### src/aes_pkg.sv
// package: constants for the alarm and error-signalling block
package aes_pkg;
   // system clock and blink timing
   localparam int unsigned CLK_HZ        = 50_000_000;
   localparam int unsigned FAST_BLINK_HZ = 4;
   localparam int unsigned SLOW_BLINK_HZ = 1;
   // half period counts, one shared base tick at the fast half period
   localparam int unsigned FAST_HALF_CYC = CLK_HZ / (2 * FAST_BLINK_HZ);
   localparam int unsigned SLOW_DIV      = FAST_BLINK_HZ / SLOW_BLINK_HZ;

   // error level output: millivolt code on a 0..10000 scale, 14 bits
   localparam int unsigned LVL_W = 14;
   localparam logic [13:0] LVL_FULL  = 14'h2710; // 10.00 V
   localparam logic [13:0] LVL_0V66  = 14'h0294; // 0.66 V
   localparam logic [13:0] LVL_1V33  = 14'h0535; // 1.33 V
   localparam logic [13:0] LVL_2V00  = 14'h07D0; // 2.00 V
   localparam logic [13:0] LVL_2V66  = 14'h0A64; // 2.66 V
   localparam logic [13:0] LVL_3V33  = 14'h0D05; // 3.33 V
   localparam logic [13:0] LVL_4V00  = 14'h0FA0; // 4.00 V
   localparam logic [13:0] LVL_4V66  = 14'h1234; // 4.66 V
   localparam logic [13:0] LVL_5V33  = 14'h14D5; // 5.33 V
   localparam logic [13:0] LVL_6V00  = 14'h1770; // 6.00 V
   localparam logic [13:0] LVL_6V66  = 14'h1A04; // 6.66 V
   localparam logic [13:0] LVL_7V33  = 14'h1CA5; // 7.33 V
   localparam logic [13:0] LVL_8V00  = 14'h1F40; // 8.00 V
   localparam logic [13:0] LVL_8V66  = 14'h21D4; // 8.66 V

   // error group bit positions on the error input vector
   localparam int unsigned GRP_N          = 13;
   localparam int unsigned G_NO_CURRENT   = 0;  // 101
   localparam int unsigned G_NO_VOLTAGE   = 1;  // 102
   localparam int unsigned G_NO_BOTH      = 2;  // 103
   localparam int unsigned G_TEMP_JUMP    = 3;  // 107,108,307..310
   localparam int unsigned G_NET_FREQ     = 4;  // 201..203
   localparam int unsigned G_HEAT_TIME    = 5;  // 304
   localparam int unsigned G_INTERNAL     = 6;  // 9xx
   localparam int unsigned G_ZERO_SIGNAL  = 7;  // 104..106
   localparam int unsigned G_ZERO_TEMP    = 8;  // 211,302,303
   localparam int unsigned G_CFG_CURRENT  = 9;  // 111
   localparam int unsigned G_CFG_VOLTAGE  = 10; // 112
   localparam int unsigned G_CFG_BOTH     = 11; // 113,114
   localparam int unsigned G_CFG_EXT      = 12; // 115,116

   // alarm class, one-hot
   typedef enum logic [3:0] {
      AES_CLS_NONE  = 4'h1,
      AES_CLS_ZERO  = 4'h2,
      AES_CLS_CFG   = 4'h4,
      AES_CLS_FAULT = 4'h8
   } aes_class_t;
endpackage

### src/aes_blink_div.sv
// module: shared blink divider giving 4 Hz and 1 Hz phases
`timescale 1ns/1ps
module aes_blink_div
   import aes_pkg::*;
#(
   parameter int unsigned HALF_CYC = FAST_HALF_CYC
) (
   input  wire logic clk,
   input  wire logic sys_rst,
   input  wire logic ce,
   output logic      fast_ph,
   output logic      slow_ph
);
   logic [31:0] cnt_r;
   logic [1:0]  sub_r;

   // one counter is the single phase reference for both rates
   always_ff @(posedge clk or posedge sys_rst) begin
      if (sys_rst) begin
         cnt_r   <= 32'h0;
         sub_r   <= 2'h0;
         fast_ph <= 1'b0;
         slow_ph <= 1'b0;
      end else if (ce) begin
         if (cnt_r == HALF_CYC - 1) begin
            cnt_r   <= 32'h0;
            fast_ph <= ~fast_ph;
            sub_r   <= 2'(sub_r + 2'h1);
            // slow phase toggles once per SLOW_DIV fast toggles, so 4 Hz becomes 1 Hz
            if (sub_r == 2'(SLOW_DIV - 1)) begin
               slow_ph <= ~slow_ph;
            end
         end else begin
            cnt_r <= 32'(cnt_r + 32'h1);
         end
      end
   end
endmodule // aes_blink_div

### src/aes_alarm.sv
// module: alarm classification, LED, alarm output and error level output
`timescale 1ns/1ps
module aes_alarm
   import aes_pkg::*;
#(
   parameter int unsigned HALF_CYC = FAST_HALF_CYC
) (
   input  wire logic                clk,
   input  wire logic                sys_rst,
   input  wire logic                ce,
   input  wire logic [GRP_N-1:0]    err_in,
   input  wire logic                start_in,
   input  wire logic                reset_in,
   input  wire logic                alarm_pol_inv,
   input  wire logic [LVL_W-1:0]    temp_level,
   output logic                     alarm_led,
   output logic                     alarm_out,
   output logic [LVL_W-1:0]         actual_out,
   output logic                     alarm_active
);
   logic [GRP_N-1:0] err_s1_r, err_s2_r, err_r;
   logic [2:0]       start_s_r, reset_s_r;
   logic             latched_start_r;
   logic             fast_ph, slow_ph;
   logic             rst_fall;
   aes_class_t       cls;
   logic [LVL_W-1:0] lvl;

   aes_blink_div #(.HALF_CYC(HALF_CYC)) u_div (
      .clk     (clk),
      .sys_rst (sys_rst),
      .ce      (ce),
      .fast_ph (fast_ph),
      .slow_ph (slow_ph)
   );

   // pin inputs pass two flops; third stage only for edge detection
   always_ff @(posedge clk or posedge sys_rst) begin
      if (sys_rst) begin
         err_s1_r  <= '0;
         err_s2_r  <= '0;
         start_s_r <= 3'h0;
         reset_s_r <= 3'h0;
      end else if (ce) begin
         err_s1_r  <= err_in;
         err_s2_r  <= err_s1_r;
         start_s_r <= {start_s_r[1:0], start_in};
         reset_s_r <= {reset_s_r[1:0], reset_in};
      end
   end

   assign rst_fall = reset_s_r[2] & ~reset_s_r[1]; // release of reset input

   // errors latch until cleared; a new report wins over a clear
   always_ff @(posedge clk or posedge sys_rst) begin
      if (sys_rst) begin
         err_r <= '0; // power cycle clears everything
      end else if (ce) begin
         if (rst_fall) begin
            err_r <= err_s2_r; // clear only on release, not while held
         end else if (!reset_s_r[1]) begin
            err_r <= err_r | err_s2_r;
         end
      end
   end

   // classify: malfunctions dominate, then zeroing, then configuration
   always_comb begin
      if (|err_r[G_INTERNAL:G_NO_CURRENT]) begin
         cls = AES_CLS_FAULT;
      end else if (err_r[G_ZERO_SIGNAL] | err_r[G_ZERO_TEMP]) begin
         cls = AES_CLS_ZERO;
      end else if (|err_r[G_CFG_EXT:G_CFG_CURRENT]) begin
         cls = AES_CLS_CFG;
      end else begin
         cls = AES_CLS_NONE;
      end
   end

   // start seen during a warning turns it into a malfunction until cleared
   always_ff @(posedge clk or posedge sys_rst) begin
      if (sys_rst) begin
         latched_start_r <= 1'b0;
      end else if (ce) begin
         if (cls == AES_CLS_ZERO || cls == AES_CLS_CFG) begin
            if (start_s_r[1]) begin
               latched_start_r <= 1'b1;
            end
         end else begin
            latched_start_r <= 1'b0;
         end
      end
   end

   // error level per group; lowest group index has priority
   always_comb begin
      lvl = LVL_FULL;
      if (err_r[G_NO_CURRENT]) begin
         lvl = LVL_0V66;
      end else if (err_r[G_NO_VOLTAGE]) begin
         lvl = LVL_1V33;
      end else if (err_r[G_NO_BOTH]) begin
         lvl = LVL_2V00;
      end else if (err_r[G_TEMP_JUMP]) begin
         lvl = LVL_2V66;
      end else if (err_r[G_NET_FREQ]) begin
         lvl = LVL_3V33;
      end else if (err_r[G_HEAT_TIME]) begin
         lvl = LVL_4V00;
      end else if (err_r[G_INTERNAL]) begin
         lvl = LVL_4V66;
      end else if (err_r[G_ZERO_SIGNAL]) begin
         lvl = LVL_5V33;
      end else if (err_r[G_ZERO_TEMP]) begin
         lvl = LVL_6V00;
      end else if (err_r[G_CFG_CURRENT]) begin
         lvl = LVL_6V66;
      end else if (err_r[G_CFG_VOLTAGE]) begin
         lvl = LVL_7V33;
      end else if (err_r[G_CFG_BOTH]) begin
         lvl = LVL_8V00;
      end else if (err_r[G_CFG_EXT]) begin
         lvl = LVL_8V66;
      end
   end

   // registered outputs; all blinking follows the shared divider phases
   always_ff @(posedge clk or posedge sys_rst) begin
      if (sys_rst) begin
         alarm_led    <= 1'b0;
         alarm_out    <= 1'b0;
         actual_out   <= '0;
         alarm_active <= 1'b0;
      end else if (ce) begin
         alarm_active <= (cls != AES_CLS_NONE);
         case (cls)
            AES_CLS_FAULT: begin
               alarm_led  <= 1'b1;
               alarm_out  <= ~alarm_pol_inv;
               actual_out <= lvl;
            end
            AES_CLS_ZERO, AES_CLS_CFG: begin
               if (latched_start_r) begin
                  alarm_led  <= 1'b1;
                  alarm_out  <= ~alarm_pol_inv;
                  actual_out <= lvl;
               end else begin
                  // fast for zeroing, slow for configuration
                  alarm_led  <= (cls == AES_CLS_ZERO) ? fast_ph : slow_ph;
                  alarm_out  <= alarm_pol_inv;
                  actual_out <= slow_ph ? LVL_FULL : lvl;
               end
            end
            AES_CLS_NONE: begin
               alarm_led  <= 1'b0;
               alarm_out  <= alarm_pol_inv;
               actual_out <= temp_level;
            end
            default: begin
               alarm_led  <= 1'b1;
               alarm_out  <= ~alarm_pol_inv;
               actual_out <= lvl;
            end
         endcase
      end
   end
endmodule // aes_alarm

### config.mk
export PLATFORM = sky130hd
export DESIGN_NAME = aes_alarm
export DESIGN_NICKNAME = d
export VERILOG_FILES = /design/src/aes_pkg.sv /design/src/aes_blink_div.sv /design/src/aes_alarm.sv
export SDC_FILE = /design/constraint.sdc
export NUM_CORES = 1
export LEC_CHECK = 0
export BUFFER_PORTS_ARGS = -buffer_cell sky130_fd_sc_hd__buf_4
export CAP_MARGIN = 20
export CORE_MARGIN = 2
export CORE_UTILIZATION = 49
export CTS_CLUSTER_DIAMETER = 40
export DETAILED_ROUTE_END_ITERATION = 6
export GPL_ROUTABILITY_DRIVEN = 0
export GPL_TIMING_DRIVEN = 0
export PLACE_DENSITY = 0.69
export SYNTH_ARGS = -nofsm -noshare
export SYNTH_HDL_FRONTEND = slang
export SYNTH_SLANG_ARGS = --single-unit
export TNS_END_PERCENT = 100
### constraint.sdc
create_clock -name clk -period 4.33 [get_ports clk]
set_input_delay 0.866 -clock clk [delete_from_list [all_inputs] [get_ports clk]]
set_output_delay 0.866 -clock clk [all_outputs]
set_load 0.02 [all_outputs]
==> flow_metrics.env, run 1 <==
export IMPL_p_leak_nw=2.28
export IMPL_wl_met3_um=491
export IMPL_p_int_w=0.00163
export IMPL_holdPathEnd="u_div.cnt_r[31]$_DFFE_PP0P_"
export IMPL_hold_start="u_div.cnt_r[31]$_DFFE_PP0P_"
export IMPL_setup_tns_final_ps=0
export IMPL_startpoint_type="flip-flop"
export IMPL_hold_class="reg -> reg"
export IMPL_chipHeight_um=100
export IMPL_whs_path_depth=1
export IMPL_rr_worst_depth=6
export IMPL_p_seq_frac=0.492
export IMPL_synthDominantCellAreaShare=0.544
export IMPL_n_antenna_cell=0
export IMPL_antenna_found_initial=0
export IMPL_netlist_instances=413
export IMPL_swShare=0.329
export IMPL_clkPwrFrac=0.261
export IMPL_dp_slack_ps=1580
export IMPL_layout_common_cells="dfrtp_1, buf_4, nor2_1"
export IMPL_avgViaCountPerCell=5.65
export IMPL_finalWirelength_um=9340
export IMPL_power_density_nw_per_um2=461
export IMPL_worstMarginPinSlew_ps=680
export IMPL_syn_to_final_growth_pct=16.6
export IMPL_numCtsBuffers=9
export IMPL_switching_power_w=0.000798
export IMPL_fin_crit_sh=0.555
export IMPL_vias=3329
export IMPL_fmax_mhz=416
export IMPL_remaining_drc_errors=0
export IMPL_yosys_most_used_dff="dfrtp_1"
export IMPL_top_layer_used="met4"
export IMPL_dp_cells=573
export IMPL_grt_usage=0.201
export IMPL_rsz0062_at_grt="false"
export IMPL_die_area_um2=9990
export IMPL_start_util=0.498
export IMPL_drtAntennaViolNets=0
export IMPL_async_flop_share=1.00
export IMPL_h_tree_depth=3
export IMPL_comb_power_share=0.247
export IMPL_critPathCaptureType="flip-flop"
export IMPL_layout_drive_gt1_share=0.230
export IMPL_post_route_min_period_ps=2400
export IMPL_io_pin_count=50
export IMPL_yosysTopAreaCell="dfrtp_1"
export IMPL_cp_startpoint="err_r[0]$_DFFE_PP0P_"
export IMPL_synth_edf_count=0
export IMPL_vdd_drop_max_uv=181
export IMPL_syn_avg_cell_area_um2=10.9
export IMPL_final_common_cell="dfrtp_1"
export IMPL_cap_violations=0
export IMPL_crit_required_ps=4560
export IMPL_r2r_slack_ps=1930
export IMPL_synthesis_area_um2=4510
export IMPL_path_max_fanout=10
export IMPL_cts_buffer_depth=2
export IMPL_dr_first_iter_drc_count=245
export IMPL_cts_tree="yes"
export IMPL_fin_skew_ps=12.4
export IMPL_hpwl_um=6770
export IMPL_clk_pin_slew_ps=100
export IMPL_synth_seq_area_share=0.544
export IMPL_reg2reg_from="err_r[0]$_DFFE_PP0P_"
export IMPL_coreArea_um2=9060
export IMPL_cts_sinks=98
export IMPL_rows=35
export IMPL_drt_pass1_iterations=5
export IMPL_postCtsSetupBuffers=0
export IMPL_power_w=0.00242
export IMPL_root_buffer="clkbuf_8"
export IMPL_relSlewSlack=0.543
export IMPL_nets=508
export IMPL_fin_cells=589
export IMPL_portBuffers=48
export IMPL_grt_pass1_vias=3222
export IMPL_fin_ws_ps=1930
export IMPL_r2r_end="actual_out[0]$_DFFE_PP0P_"
export IMPL_crit_arrival_ps=2630
export IMPL_final_max_slew_viol_count=0
export IMPL_synth_net_count=448
export IMPL_synth_area_top_cells="dfrtp_1, mux2_2, xnor2_1"
export IMPL_setup_violations=0
export IMPL_outcome="completed"
export IMPL_hold_buffers=0
export IMPL_critPathKind="reg -> reg"
export IMPL_grt_max_degree=57
export IMPL_yosysWarnings=0
export IMPL_wire_per_inst_um=15.9
export IMPL_fp_dieW_um=100
export IMPL_ctsResizeCount=0
export IMPL_wl_met1_um=4720
export IMPL_hold_viol=0
export IMPL_synth_seq_cells=98
export IMPL_ys_types=53
export IMPL_wl_met2_um=4020
export IMPL_grt_pass1_wl_um=15900
export IMPL_clk_latency_ps=370
export IMPL_grt_ovfl_total=0
[stage by stage]
| stage | hold WS (ps) | instance area, µm² | utilization |
|---|---|---|---|
| finish | 482 | 5260 | 0.581 |
| global route | 502 | 5260 | 0.581 |
| CTS | 485 | 5260 | 0.581 |
| detailed placement | 468 | 5040 | 0.556 |
| global placement | 463 | 5010 | 0.553 |
| floorplan | 443 | 4510 | - |
[layer usage]
metal  track usage  up-vias
li1              -     1612
met1         0.300     1591
met2         0.300      114
met3        0.0411       12
met4        0.0601        0
met5             0        -
[cell usage after synthesis, types with 3 or more instances]
cell type / instances
a211oi_1: 3
a21oi_1: 14
a22o_1: 13
a31oi_1: 5
and3_1: 9
and4_1: 7
clkbuf_1: 16
dfrtp_1: 98
inv_1: 13
mux2_2: 31
nand2_1: 21
nand3_1: 21
nand4_1: 8
nor2_1: 39
nor2b_1: 4
nor3_1: 8
nor4_1: 6
o211ai_1: 4
o21ai_0: 18
o22ai_1: 3
or4_1: 3
xnor2_1: 23
xor2_1: 7
[worst max-delay path by stage]
stage | end | slack, ps | cells past startpoint
2_1_floorplan | actual_out[0]$_DFFE_PP0P_ | 900 | 1
3_3_place_gp | err_s1_r[5]$_DFFE_PP0P_ | -160 | 2
3_5_place_dp | u_div.cnt_r[29]$_DFFE_PP0P_ | 1580 | 6
4_1_cts | u_div.cnt_r[29]$_DFFE_PP0P_ | 1970 | 6
5_1_grt | u_div.cnt_r[29]$_DFFE_PP0P_ | 1750 | 6
6_report | actual_out[0]$_DFFE_PP0P_ | 1930 | 6
[cell type report]
| cell class | count | area (µm²) |
|---|---|---|
| inverters | 13 | 51.3 |
| clock buffers | 9 | 124 |
| multi-input cells | 282 | 1920 |
| well taps | 111 | 139 |
| flip-flops and latches | 98 | 2450 |
| repair buffers | 49 | 388 |
| plain buffers | 20 | 95.1 |
| fillers | 772 | 3800 |
| clock inverters | 7 | 97.6 |
[power by group through the flow]
stage / clock (W) / combinational, W / sequential [W]
after detailed placement: 0 / 0.000596 / 0.00121
final: 0.000634 / 0.000598 / 0.00119
after global placement: 0 / 0.000580 / 0.00120
after CTS: 0.000654 / 0.000598 / 0.00119
after floorplan: 0 / 0.000391 / 0.00121
after global routing: 0.000688 / 0.000665 / 0.00122
[state kept, by name (all words and copies together) (netlist names), 2 cells and up]
| name | flops |
|---|---|
| start_s_r | 2 |
| u_div.cnt_r | 32 |
| err_s2_r | 13 |
| u_div.sub_r | 2 |
| actual_out | 14 |
| reset_s_r | 3 |
| err_r | 13 |
| err_s1_r | 13 |
[worst max-delay path, cell delays in order (launching register included)]
cell,delay (ps)
dfrtp_1,390
buf_6,130
or4_4,540
nor4_1,490
o21ai_0,340
a32oi_1,280
a21oi_1,90
[cells by family (layout without fill, tap and decap cells)]
| kind of cell | count (synthesis) | after routing | synth area share |
|---|---|---|---|
| AO/OA/AOI/OAI | 76 | 76 | 0.113 |
| XOR/XNOR | 30 | 30 | 0.0582 |
| AND/OR/NAND/NOR | 140 | 140 | 0.162 |
| buffers and inverters | 33 | 98 | 0.0319 |
| adder cells (fa/ha/maj) | 2 | 2 | 0.00555 |
| multiplexers | 34 | 34 | 0.0851 |
| flip-flops | 98 | 98 | 0.544 |
Note: power is estimated with default switching activity, not from simulation.
==> run 2, diff against run 1 <==
==> constraint.sdc (replaced) <==
create_clock -name clk -period 2.5 [get_ports clk]
set_input_delay 0.5 -clock clk [delete_from_list [all_inputs] [get_ports clk]]
set_output_delay 0.5 -clock clk [all_outputs]
set_load 0.02 [all_outputs]
==> flow_metrics.env, run 2 (synthesis gave the netlist of run 1 again) <==
export IMPL_outcome="completed"
export IMPL_setup_violations=0
export IMPL_cts_sinks=98
export IMPL_cts_buffer_depth=2
export IMPL_vdd_drop_max_uv=321
export IMPL_layout_drive_gt1_share=0.230
export IMPL_grt_pass1_vias=3210
export IMPL_crit_arrival_ps=2500
export IMPL_critPathTopFamily="simple AND/OR/NAND/NOR gates"
export IMPL_grt_ovfl_total=0
export IMPL_drtAntennaViolNets=0
export IMPL_dr_first_iter_drc_count=204
export IMPL_critPathSlowestCell="or4_4"
export IMPL_hpwl_um=6870
export IMPL_avgViaCountPerCell=5.70
export IMPL_startpoint_type="flip-flop"
export IMPL_cp_slowest_stage_delay_ps=550
export IMPL_die_area_um2=9990
export IMPL_post_route_min_period_ps=2250
export IMPL_path_cells="buf_6, or4_4, or4_4, nor2_4, buf_6, a21oi_2, mux2_4"
export IMPL_cap_violations=0
export IMPL_chipHeight_um=100
export IMPL_coreArea_um2=9060
export IMPL_grt_max_degree=44
export IMPL_fmax_mhz=444
export IMPL_finalWirelength_um=9330
export IMPL_crit_buf_inv=2
export IMPL_wire_per_inst_um=15.8
export IMPL_fin_ws_ps=248
export IMPL_relSlewSlack=0.566
export IMPL_clk_pin_slew_ps=90
export IMPL_root_buffer="clkbuf_8"
export IMPL_worstMarginPinSlew_ps=645
export IMPL_syn_to_final_growth_pct=16.7
export IMPL_largest_reg_flops=32
export IMPL_cp_startpoint="err_r[0]$_DFFE_PP0P_"
export IMPL_fin_crit_sh=0.901
export IMPL_crit_path_end="alarm_led$_DFFE_PP0P_"
export IMPL_vias=3361
export IMPL_final_common_cell="dfrtp_1"
export IMPL_setup_tns_final_ps=0
export IMPL_crit_required_ps=2740
export IMPL_dp_slack_ps=138
export IMPL_regArea_um2=2450
export IMPL_cts_tree="yes"
export IMPL_regMostFlops="u_div.cnt_r"
export IMPL_reg2reg_from="err_r[0]$_DFFE_PP0P_"
export IMPL_critPathKind="reg -> reg"
export IMPL_p_leak_nw=2.28
export IMPL_numCtsBuffers=9
export IMPL_hold_buffers=0
export IMPL_reg_top3="u_div.cnt_r (32), actual_out (14)"
export IMPL_clk_latency_ps=360
export IMPL_path_max_fanout=10
export IMPL_grt_usage=0.202
export IMPL_hold_class="in -> async"
export IMPL_io_pin_count=50
export IMPL_critPathCaptureType="flip-flop"
export IMPL_final_max_slew_viol_count=0
export IMPL_n_antenna_cell=0
export IMPL_fin_skew_ps=9.15
export IMPL_layout_common_cells="dfrtp_1, buf_4, nor2_1"
export IMPL_cp_depth=7
export IMPL_r2r_end="alarm_led$_DFFE_PP0P_"
export IMPL_nFillCells=744
export IMPL_hold_viol=0
export IMPL_rows=35
export IMPL_h_tree_depth=3
export IMPL_remaining_drc_errors=0
export IMPL_power_density_nw_per_um2=790
export IMPL_rr_worst_depth=7
export IMPL_rsz0062_at_grt="false"
export IMPL_start_util=0.498
export IMPL_multiInputGateArea_um2=1920
export IMPL_fp_dieW_um=100
export IMPL_portBuffers=48
export IMPL_r2r_slack_ps=250
export IMPL_grt_pass1_wl_um=15900
export IMPL_nets=509
export IMPL_antenna_found_initial=0
export IMPL_drt_pass1_iterations=5
-- run 2: cell types whose count changed in the layout (fill, tap and decap cells not counted), sizes merged --
cell	change
clkinvlp	+2
inv	-3
clkbuf	+4
buf	+1
clkinv	-3
-- run 2: final cells by class --
class,instances,area share
plain buffers,20,0.0181
repair buffers,50,0.0760
inverters,13,0.00998
clock buffers,13,0.0302
flip-flops and latches,98,0.466
well taps,111,0.0264
multi-input cells,282,0.365
clock inverters,3,0.00879
-- run 2: report_power, final --
part           internal (W)  leakage [nW]  total [W]  switching, W
clock network      0.000522         0.100    0.00105      0.000525
logic              0.000484         0.971    0.00104      0.000559
registers           0.00184          1.21    0.00207      0.000224
-- run 2: timing repair --
action / 4_1_cts / 5_1_grt
gates resized for setup: 0 / 1
endpoints found under the setup margin: 0 / 2
buffers inserted: 0 / 0
-- run 2: worst min path at each step --
stage / start / endpoint / slack (ps) / cells after the start
finish: sys_rst / u_div.cnt_r[8]$_DFFE_PP0P_ / 180 / 2
global route: sys_rst / u_div.cnt_r[8]$_DFFE_PP0P_ / 200 / 2
CTS: sys_rst / u_div.cnt_r[13]$_DFFE_PP0P_ / 180 / 2
detailed placement: u_div.sub_r[1]$_DFFE_PP0P_ / u_div.sub_r[1]$_DFFE_PP0P_ / 470 / 2
global placement: u_div.cnt_r[31]$_DFFE_PP0P_ / u_div.cnt_r[31]$_DFFE_PP0P_ / 460 / 1
floorplan: u_div.sub_r[1]$_DFFE_PP0P_ / u_div.sub_r[1]$_DFFE_PP0P_ / 440 / 2
-- run 2: through the flow --
stage	cells	hold slack [ps]	power [W]	cell area [µm²]	util
final	590	176	0.00416	5270	0.581
after global placement	572	461	0.00309	5010	0.553
after floorplan	413	443	0.00278	4520	-
after detailed placement	574	465	0.00313	5050	0.558
after CTS	590	180	0.00419	5260	0.580
after global routing	590	203	0.00442	5270	0.581
-- run 2: metal layers --
metal / track usage / vias to the layer above / share of wire
met4: 0.0717 / 0 / 0.012
li1: - / 1606 / -
met2: 0.301 / 132 / 0.45
met5: 0 / - / 0
met3: 0.0425 / 10 / 0.063
met1: 0.294 / 1613 / 0.47
==> run 3, diff against run 2 <==
--- a/config.mk
+++ b/config.mk
@@ -8,12 +8,12 @@
 export BUFFER_PORTS_ARGS = -buffer_cell sky130_fd_sc_hd__buf_4
 export CAP_MARGIN = 20
 export CORE_MARGIN = 2
-export CORE_UTILIZATION = 49
+export CORE_UTILIZATION = 40
 export CTS_CLUSTER_DIAMETER = 40
 export DETAILED_ROUTE_END_ITERATION = 6
 export GPL_ROUTABILITY_DRIVEN = 0
 export GPL_TIMING_DRIVEN = 0
-export PLACE_DENSITY = 0.69
+export PLACE_DENSITY = 0.58
 export SYNTH_ARGS = -nofsm -noshare
 export SYNTH_HDL_FRONTEND = slang
 export SYNTH_SLANG_ARGS = --single-unit
==> flow_metrics.env, run 3 (synthesis gave the netlist of run 1 again) <==
export IMPL_cts_buffer_depth=2
export IMPL_postCtsSetupBuffers=0
export IMPL_wire_per_inst_um=15.7
export IMPL_critPathKind="reg -> reg"
export IMPL_regArea_um2=2450
export IMPL_final_common_cell="dfrtp_1"
export IMPL_chipHeight_um=110
export IMPL_outcome="completed"
export IMPL_path_cells="nand4_1, nor4_1, nor3b_1, nand4_1, xnor2_1"
export IMPL_relSlewSlack=0.491
export IMPL_rsz0062_at_grt="false"
export IMPL_avgViaCountPerCell=5.37
export IMPL_ctsResizeCount=0
export IMPL_multiInputGateArea_um2=1920
export IMPL_grtUsageMet1=0.263
export IMPL_portBuffers=48
export IMPL_n_antenna_cell=0
export IMPL_grt_usage=0.175
export IMPL_antenna_found_initial=0
export IMPL_start_util=0.413
export IMPL_critPathSlowestCell="nor4_1"
export IMPL_vdd_drop_max_uv=341
export IMPL_startpoint_type="flip-flop"
export IMPL_grt_pass1_wl_um=16200
export IMPL_post_route_min_period_ps=2280
export IMPL_use_met2=0.245
export IMPL_crit_arrival_ps=2510
export IMPL_largest_reg_flops=32
export IMPL_path_max_fanout=6
export IMPL_vias=3325
export IMPL_drtAntennaViolNets=0
export IMPL_dr_first_iter_drc_count=229
export IMPL_h_tree_depth=3
export IMPL_power_w=0.00450
export IMPL_syn_to_final_growth_pct=19.6
export IMPL_fmax_mhz=439
export IMPL_power_density_nw_per_um2=835
export IMPL_nets=509
export IMPL_worstMarginPinSlew_ps=757
export IMPL_busiest_layer="met1"
export IMPL_root_buffer="clkbuf_16"
export IMPL_layout_drive_gt1_share=0.230
export IMPL_cap_violations=0
export IMPL_rows=38
export IMPL_p_leak_nw=2.32
export IMPL_grt_pass1_vias=3174
export IMPL_cp_slowest_stage_delay_ps=680
export IMPL_final_max_slew_viol_count=0
export IMPL_clk_pin_slew_ps=70
export IMPL_critPathCaptureType="flip-flop"
export IMPL_use_met3=0.0412
export IMPL_crit_top_cell="nand4_1"
export IMPL_layout_common_cells="dfrtp_1, buf_4, nor2_1"
export IMPL_setup_violations=0
export IMPL_drt_pass1_iterations=4
export IMPL_fin_skew_ps=5.46
export IMPL_fin_crit_sh=0.912
export IMPL_grt_max_degree=40
export IMPL_hold_class="in -> async"
export IMPL_cts_tree="yes"
export IMPL_nFillCells=1038
export IMPL_reg_top3="u_div.cnt_r (32), actual_out (14)"
export IMPL_grt_ovfl_total=0
export IMPL_hold_buffers=0
export IMPL_io_pin_count=50
export IMPL_finalWirelength_um=9740
export IMPL_fp_dieW_um=110
export IMPL_clk_latency_ps=340
export IMPL_coreArea_um2=10900
export IMPL_numCtsBuffers=9
export IMPL_setup_tns_final_ps=0
export IMPL_crit_required_ps=2730
export IMPL_remaining_drc_errors=0
export IMPL_hpwl_um=7000
export IMPL_cts_sinks=98
export IMPL_hold_viol=0
export IMPL_regMostFlops="u_div.cnt_r"
export IMPL_die_area_um2=12100
==> run 3: metal layers <==
layer | routed length [µm] | part of all wire
met1 | 4940 | 0.51
met4 | 192 | 0.020
met5 | 0 | 0
met2 | 4090 | 0.42
met3 | 519 | 0.053
==> run 3: final timing paths <==
path | slack, ps | start | endpoint | depth (start not counted)
worst max-delay path | 220 | u_div.cnt_r[13]$_DFFE_PP0P_ | u_div.cnt_r[27]$_DFFE_PP0P_ | 5
worst min-delay path | 220 | sys_rst | err_s1_r[9]$_DFFE_PP0P_ | 2
worst max register to register | 220 | u_div.cnt_r[13]$_DFFE_PP0P_ | u_div.cnt_r[27]$_DFFE_PP0P_ | 5
worst min register to register | 470 | u_div.cnt_r[31]$_DFFE_PP0P_ | u_div.cnt_r[31]$_DFFE_PP0P_ | 1
max in group asynchronous | 1690 | sys_rst | actual_out[4]$_DFFE_PP0P_ | 3
min in group clk | 390 | err_in[10] | err_s1_r[10]$_DFFE_PP0P_ | 2
==> run 3: cell type report <==
cell class,instances,share of cell area
inverters,13,0.00974
clock buffers,12,0.0457
clock inverters,4,0.00951
well taps,140,0.0325
repair buffers,50,0.0742
plain buffers,20,0.0176
multi-input cells,282,0.356
flip-flops and latches,98,0.455
==> run 3: through the flow <==
step	util	hold WS [ps]	instances	cell area [µm²]	setup WS (ps)
after floorplan	-	443	413	4520	384
after global placement	0.462	461	601	5050	144
after detailed placement	0.466	465	603	5090	139
after CTS	0.493	234	619	5390	169
after global routing	0.493	253	619	5400	77.1
final	0.493	222	619	5400	221
==> run 3: where the power goes <==
group | switching, W | internal (W) | total [W] | leakage (nW)
Clock | 0.000585 | 0.000804 | 0.00139 | 0.143
Sequential | 0.000225 | 0.00185 | 0.00207 | 1.21
Combinational | 0.000557 | 0.000484 | 0.00104 | 0.971
Total | 0.00137 | 0.00314 | 0.00450 | 2.32
==> run 3: worst max-delay path, delay by kind of cell (launching register included) <==
kind             cells  cell delay [ps]
XOR/XNOR             1              150
flip-flops           1              450
AND/OR/NAND/NOR      4             1550
